--- config.mk ---
export PLATFORM = sky130hd
export DESIGN_NAME = cdto_regs
export DESIGN_NICKNAME = d
export VERILOG_FILES = /design/src/shared/cdto_pkg.sv /design/src/verilog/cdto_regs.sv
export SDC_FILE = /design/constraint.sdc
export NUM_CORES = 1
export LEC_CHECK = 0
export ABC_AREA = 1
export BUFFER_PORTS_ARGS = -buffer_cell sky130_fd_sc_hd__buf_2
export CORE_MARGIN = 1
export CORE_UTILIZATION = 56
export DETAILED_ROUTE_END_ITERATION = 10
export GPL_TIMING_DRIVEN = 0
export HOLD_SLACK_MARGIN = 0.12
export PLACE_DENSITY_LB_ADDON = 0.25
export SLEW_MARGIN = 20
export SYNTH_ARGS = -nofsm -noshare
export SYNTH_HDL_FRONTEND = slang
export SYNTH_SLANG_ARGS = --single-unit
export TNS_END_PERCENT = 20
--- constraint.sdc ---
create_clock -name clock -period 5 [get_ports clock]
set_clock_uncertainty 0.1 [all_clocks]
set_input_delay 1 -clock clock [delete_from_list [all_inputs] [get_ports clock]]
set_output_delay 1 -clock clock [all_outputs]
set_load 0.1 [all_outputs]
--- src/shared/cdto_pkg.sv ---
package cdto_pkg;

	localparam int NUM_PARAMS = 7;
	localparam int VAL_W      = 7;
	localparam int DATA_W     = 8;
	localparam int ADDR_W     = 8;
	localparam int OV_BIT     = 7;
	localparam int NUM_RATES  = 4;

	typedef logic [VAL_W-1:0]  cdto_val_t;
	typedef logic [DATA_W-1:0] cdto_data_t;
	typedef logic [ADDR_W-1:0] cdto_addr_t;

	localparam cdto_addr_t PAGE_TIMING = 8'h00;
	localparam cdto_addr_t ADDR_SPARE  = 8'h1F;

	// order: clk prepare, zero, trail, post; data prepare, zero, trail
	localparam cdto_addr_t ADDR_TIMING [NUM_PARAMS] = '{
		8'h40, 8'h41, 8'h42, 8'h43, 8'h44, 8'h45, 8'h46
	};

	localparam cdto_data_t SPARE_RST = 8'h00;
	localparam cdto_val_t  VAL_RST   = 7'h00;
	localparam logic       OV_RST    = 1'b0;
	localparam cdto_data_t RDATA_IDLE = 8'h00;

	typedef enum logic [1:0] {
		CDTO_RATE_400  = 2'h0,
		CDTO_RATE_800  = 2'h1,
		CDTO_RATE_1500 = 2'h2,
		CDTO_RATE_1600 = 2'h3
	} cdto_rate_t;

	// derived timing per lane rate, in byte clock cycles
	localparam cdto_val_t AUTO_TABLE [NUM_RATES][NUM_PARAMS] = '{
		'{7'h02, 7'h0C, 7'h03, 7'h07, 7'h02, 7'h04, 7'h03},
		'{7'h04, 7'h18, 7'h05, 7'h0B, 7'h04, 7'h07, 7'h05},
		'{7'h07, 7'h2D, 7'h09, 7'h13, 7'h07, 7'h0D, 7'h09},
		'{7'h08, 7'h30, 7'h0A, 7'h14, 7'h08, 7'h0E, 7'h0A}
	};

	typedef struct packed {
		cdto_addr_t page;
		cdto_addr_t addr;
		cdto_data_t wdata;
		logic       wr;
		logic       rd;
	} cdto_req_t;

endpackage : cdto_pkg

--- src/verilog/cdto_regs.sv ---
// Operation
// - reg 0x40 bit7 selects clock prepare source
// - reg 0x41 bit7 selects clock zero source
// - reg 0x42 bit7 selects clock trail source
// - reg 0x43 bit7 selects clock post; zero reset
// - reg 0x44 bit7 selects data prepare source
// - reg 0x45 bit7 selects data zero source
// - reg 0x46 bit7 selects data trail source
// - override clear: value read-only, shows automatic value
// - override set: value read/write, drives timing
// - reg 0x1F spare read/write byte, reset zero
//
// Design decision made here: strobed register access.
`timescale 1ns/10ps
`default_nettype none

module cdto_regs
	import cdto_pkg::*;
(
	input  wire logic                         clock,
	input  wire logic                         rst,
	input  wire cdto_req_t                    bus_req,
	input  wire cdto_rate_t                   lane_rate,
	output var  cdto_data_t                   rdata,
	output var  logic      [NUM_PARAMS-1:0]   timing_override,
	output var  cdto_val_t [NUM_PARAMS-1:0]   timing_value
);

	logic                    page_ok;
	logic      [NUM_PARAMS-1:0] ov;
	logic      [NUM_PARAMS-1:0] next_ov;
	cdto_val_t [NUM_PARAMS-1:0] sw;
	cdto_val_t [NUM_PARAMS-1:0] next_sw;
	cdto_val_t [NUM_PARAMS-1:0] auto_val;
	cdto_val_t [NUM_PARAMS-1:0] eff_val;
	cdto_val_t [NUM_PARAMS-1:0] next_timing_value;
	logic      [NUM_PARAMS-1:0] next_timing_override;
	cdto_data_t              spare;
	cdto_data_t              next_spare;
	cdto_data_t              next_rdata;

	assign page_ok = (bus_req.page == PAGE_TIMING);

	// one override bit and one software value per timing parameter
	for (genvar i = 0; i < NUM_PARAMS; i++) begin : g_param
		logic hit;

		always_comb begin
			hit         = bus_req.wr && page_ok && (bus_req.addr == ADDR_TIMING[i]);
			auto_val[i] = AUTO_TABLE[lane_rate][i];
			next_ov[i]  = ov[i];
			next_sw[i]  = sw[i];
			if (hit) begin
				next_ov[i] = bus_req.wdata[OV_BIT];
			end
			if (hit && bus_req.wdata[OV_BIT]) begin
				next_sw[i] = bus_req.wdata[VAL_W-1:0];
			end else if (!ov[i]) begin
				// value ignores writes and follows the derived figure
				next_sw[i] = auto_val[i];
			end
			eff_val[i]              = ov[i] ? sw[i] : auto_val[i];
			next_timing_value[i]    = eff_val[i];
			next_timing_override[i] = ov[i];
		end

		always_ff @(posedge clock or posedge rst) begin
			if (rst) begin
				ov[i] <= OV_RST;
				sw[i] <= VAL_RST;
			end else begin
				ov[i] <= next_ov[i];
				sw[i] <= next_sw[i];
			end
		end
	end

	always_comb begin
		next_spare = spare;
		if (bus_req.wr && page_ok && (bus_req.addr == ADDR_SPARE)) begin
			next_spare = bus_req.wdata;
		end
	end

	// read data stands only in the cycle after the read strobe
	always_comb begin
		next_rdata = RDATA_IDLE;
		if (bus_req.rd && page_ok) begin
			if (bus_req.addr == ADDR_SPARE) begin
				next_rdata = spare;
			end
			for (int k = 0; k < NUM_PARAMS; k++) begin
				if (bus_req.addr == ADDR_TIMING[k]) begin
					next_rdata = {ov[k], eff_val[k]};
				end
			end
		end
	end

	always_ff @(posedge clock or posedge rst) begin
		if (rst) begin
			spare           <= SPARE_RST;
			rdata           <= RDATA_IDLE;
			timing_override <= '0;
			timing_value    <= '0;
		end else begin
			spare           <= next_spare;
			rdata           <= next_rdata;
			timing_override <= next_timing_override;
			timing_value    <= next_timing_value;
		end
	end

endmodule : cdto_regs

`default_nettype wire

==> impl_metrics.env <==
export IMPL_grt_pass1_vias=4256
export IMPL_grt_pass1_wl_um=21980
export IMPL_wl_met2_um=6332
export IMPL_cts_setup_buffers=0
export IMPL_cp_arrival_ns=2.77
export IMPL_ios=94
export IMPL_r2r_start="next_timing_override[1]$_DFFE_PP0P_"
export IMPL_ys_ff_latch=128
export IMPL_cts_root_buf="clkbuf_8"
export IMPL_slew_headroom_pct=49.18
export IMPL_synth_distinct_cells=25
export IMPL_viasPerCell=5.328
export IMPL_peakVddDrop_uv=272.1
export IMPL_h_tree_depth=4
export IMPL_critPathCapture="rdata[2]$_DFF_PP0_"
export IMPL_overflow=0
export IMPL_place_ws_ns=2.126
export IMPL_crit_chain="buf_2, inv_1, ha_1, inv_1, o21ai_0, nand2_1, nand3_1, nand2_1, nand4_1, nor2_1, nor2_1"
export IMPL_reg2reg_depth=8
export IMPL_r2r_end="rdata[2]$_DFF_PP0_"
export IMPL_wl_per_cell_um=16.37
export IMPL_layout_drive_gt1_share_pct=24.68
export IMPL_syn_to_final_growth_pct=23.29
export IMPL_crit_buf_inv=3
export IMPL_critPathLaunchType="input pin"
export IMPL_antenna_found_initial=0
export IMPL_setup_viol=0
export IMPL_cts_tree="done"
export IMPL_reg2reg_slack_ns=3.26
export IMPL_start_util_pct=57.86
export IMPL_yosys_area_share_simple_pct=20.50
export IMPL_grt_setup_unrepaired="no"
export IMPL_numCtsBuffers=17
export IMPL_critPathCaptureType="register"
export IMPL_setup_tns_ns=0
export IMPL_met3WireLength_um=932
export IMPL_synthCells=577
export IMPL_critical_path_max_fanout=7
export IMPL_syn_num_nets=612
export IMPL_ant_nets=0
export IMPL_async_flop_share_pct=100.0
export IMPL_cp_num_cells=11
export IMPL_cts_clk_slew_worst_paths_ns=0.06
export IMPL_status="finished, final reports clean"
export IMPL_final_cell_area_sq_um=6591
export IMPL_grt_use_total_pct=29.93
export IMPL_hold_violations=0
export IMPL_clockBufferDepth=2
export IMPL_portBuffers=92
export IMPL_synth_fa_ha_area_share_pct=1.170
export IMPL_synth_xor_area_share_pct=0
export IMPL_dp_cells=799
export IMPL_cts_resized_gates=0
export IMPL_dr_max_layer_used="met4"
export IMPL_grt_max_degree=83
export IMPL_clk_latency_ns=0.53
export IMPL_p_leak_nw=3.502
export IMPL_min_path_type="register to register"
export IMPL_cp_slowest_cell="ha_1"
export IMPL_nets=724
export IMPL_placementRows=35
export IMPL_vias=4422
export IMPL_power_mw=2.460
export IMPL_worst_hold_slack_ns=0.2771
export IMPL_antennaDiodeCount=0
export IMPL_instances_no_fill=830
export IMPL_powerDensity_nw_per_um2=373.2
export IMPL_wl_met1_um=5893
export IMPL_placed_cell_area_sq_um=6001
export IMPL_tightest_slew_ns=0.7606
export IMPL_synth_top_family_by_area="simple AND/OR/NAND/NOR gates"
export IMPL_final_core_util_pct=71.33
export IMPL_coreArea_sq_um=9240
export IMPL_drc=0
export IMPL_drv_slew=0
export IMPL_cap_violations=0
export IMPL_critPathRequiredTime_ns=5.36
export IMPL_crit_type="input pin to register"
export IMPL_dr_pass1_iters=5
export IMPL_synth_edf_count=0
export IMPL_crit_family="simple AND/OR/NAND/NOR gates"
export IMPL_dieArea_sq_um=9942
export IMPL_die_h_um=99.71
export IMPL_wirelength_um=13580
export IMPL_clkSinkCount=128
export IMPL_die_w_um=99.71
export IMPL_period_needed_ns=2.417
export IMPL_place_hpwl_um=9248
export IMPL_fmax_ghz=0.4138
export IMPL_ys_seq_area_share_pct=59.91
export IMPL_synth_flop_cell="dfrtp_1"
export IMPL_netlist_area_sq_um=5346
export IMPL_worstSetupStartpoint="lane_rate[1]"
export IMPL_yosys_warnings=0
export IMPL_hold_buffers=0
export IMPL_max_stage_delay_ns=0.45
export IMPL_avgSynthCellArea_sq_um=9.266
export IMPL_muxShareOfSynthArea_pct=0.2106
export IMPL_drt_iter0_markers=337
export IMPL_finalCritPeriodShare_pct=48.34
export IMPL_synth_compound_area_share_pct=11.35
export IMPL_globalplace_congestion=0.9515
export IMPL_setup_ws_ns=2.583
## final cells by class
cell class                      instances  area, sq um
Buffer                                 18        118.9
Clock buffer                           18        427.9
Clock inverter                         13        162.7
Fill cell                             692         2649
Inverter                               66        252.7
Multi-Input combinational cell        365         1777
Sequential cell                       128         3203
Tap cell                              129        161.4
Timing Repair Buffer                   93        488.0
## where the power goes
| part | switching (mW) | total [mW] | leakage, nW | internal (mW) |
|---|---|---|---|---|
| logic | 0.149 | 0.180 | 1.66 | 0.0310 |
| clock network | 0.451 | 1.22 | 0.283 | 0.770 |
| registers | 0.00433 | 1.06 | 1.56 | 1.05 |
| total | 0.604 | 2.46 | 3.50 | 1.86 |
## cells in the final DEF, fill, tap and decap left out, types with 4 or more instances in the layout
cell type | synthesis | final
inv_1 | 63 | 62
ha_1 | 5 | 5
nand2_2 | 5 | 5
o21ai_1 | 32 | 32
o21ai_0 | 62 | 62
nor2_2 | 5 | 5
nor2_1 | 28 | 28
nand4_1 | 8 | 8
nand2_1 | 165 | 165
clkbuf_1 | 7 | 7
buf_6 | 6 | 6
clkbuf_16 | 0 | 16
o21ai_2 | 13 | 13
nor2_4 | 4 | 4
nand3_1 | 25 | 25
buf_2 | 5 | 97
dfrtp_1 | 128 | 128
## kinds of logic after synthesis
group,Yosys count
adder cells (fa/ha/maj),5
buffers and inverters,84
multiplexers,1
AND/OR/NAND/NOR,248
flip-flops,128
AO/OA/AOI/OAI,111
## routing by layer
layer	up-vias	GRT usage [%]
met4	0	14.14
met2	199	45.73
met3	31	6.465
li1	2058	-
met1	2134	41.13
met5	-	0
## synthesized netlist by cell type, types with 2 or more instances
cell / number / area share [%]
o21ai_1: 32 / 3.0
o21ai_2: 13 / 2.1
inv_1: 63 / 4.4
nand3_4: 2 / 0.66
buf_6: 6 / 1.3
nor2_4: 4 / 0.84
ha_1: 5 / 1.2
clkbuf_1: 7 / 0.49
nand3_2: 3 / 0.56
o21ai_0: 62 / 5.8
nand3_1: 25 / 2.3
dfrtp_1: 128 / 60
nor2_2: 5 / 0.59
inv_2: 3 / 0.21
nand2_2: 5 / 0.59
buf_2: 5 / 0.47
nand2_1: 165 / 12
a21oi_1: 3 / 0.28
nand4_1: 8 / 0.94
nor2_1: 28 / 2.0
## worst min-delay path by stage
stage	slack, ns	start	end	cells after the start
6_report	0.28	next_timing_override[3]$_DFFE_PP0P_	timing_override[3]$_DFF_PP0_	0
5_1_grt	0.29	next_timing_override[3]$_DFFE_PP0P_	timing_override[3]$_DFF_PP0_	0
4_1_cts	0.28	next_timing_override[5]$_DFFE_PP0P_	timing_override[5]$_DFF_PP0_	0
3_5_place_dp	0.26	next_timing_override[5]$_DFFE_PP0P_	timing_override[5]$_DFF_PP0_	0
3_3_place_gp	0.26	next_timing_override[3]$_DFFE_PP0P_	timing_override[3]$_DFF_PP0_	0
2_1_floorplan	0.25	next_timing_override[3]$_DFFE_PP0P_	timing_override[3]$_DFF_PP0_	0
## registers in the layout, indices dropped and copies added, names as in the netlist
signal	flops
timing_override	7
next_timing_override	7
rdata	8
sw	49
timing_value	49
spare	8
## worst register-to-register path: stages, from the launching register on
cell and delay [ns]:
dfrtp_1 0.35, clkbuf_1 0.32, inv_1 0.15, o21ai_0 0.26, nand2_1 0.08, nand2_1 0.11, nand4_1 0.11, nor2_1 0.10
nor2_1 0.04
Note: power is estimated with default switching activity, not from simulation.
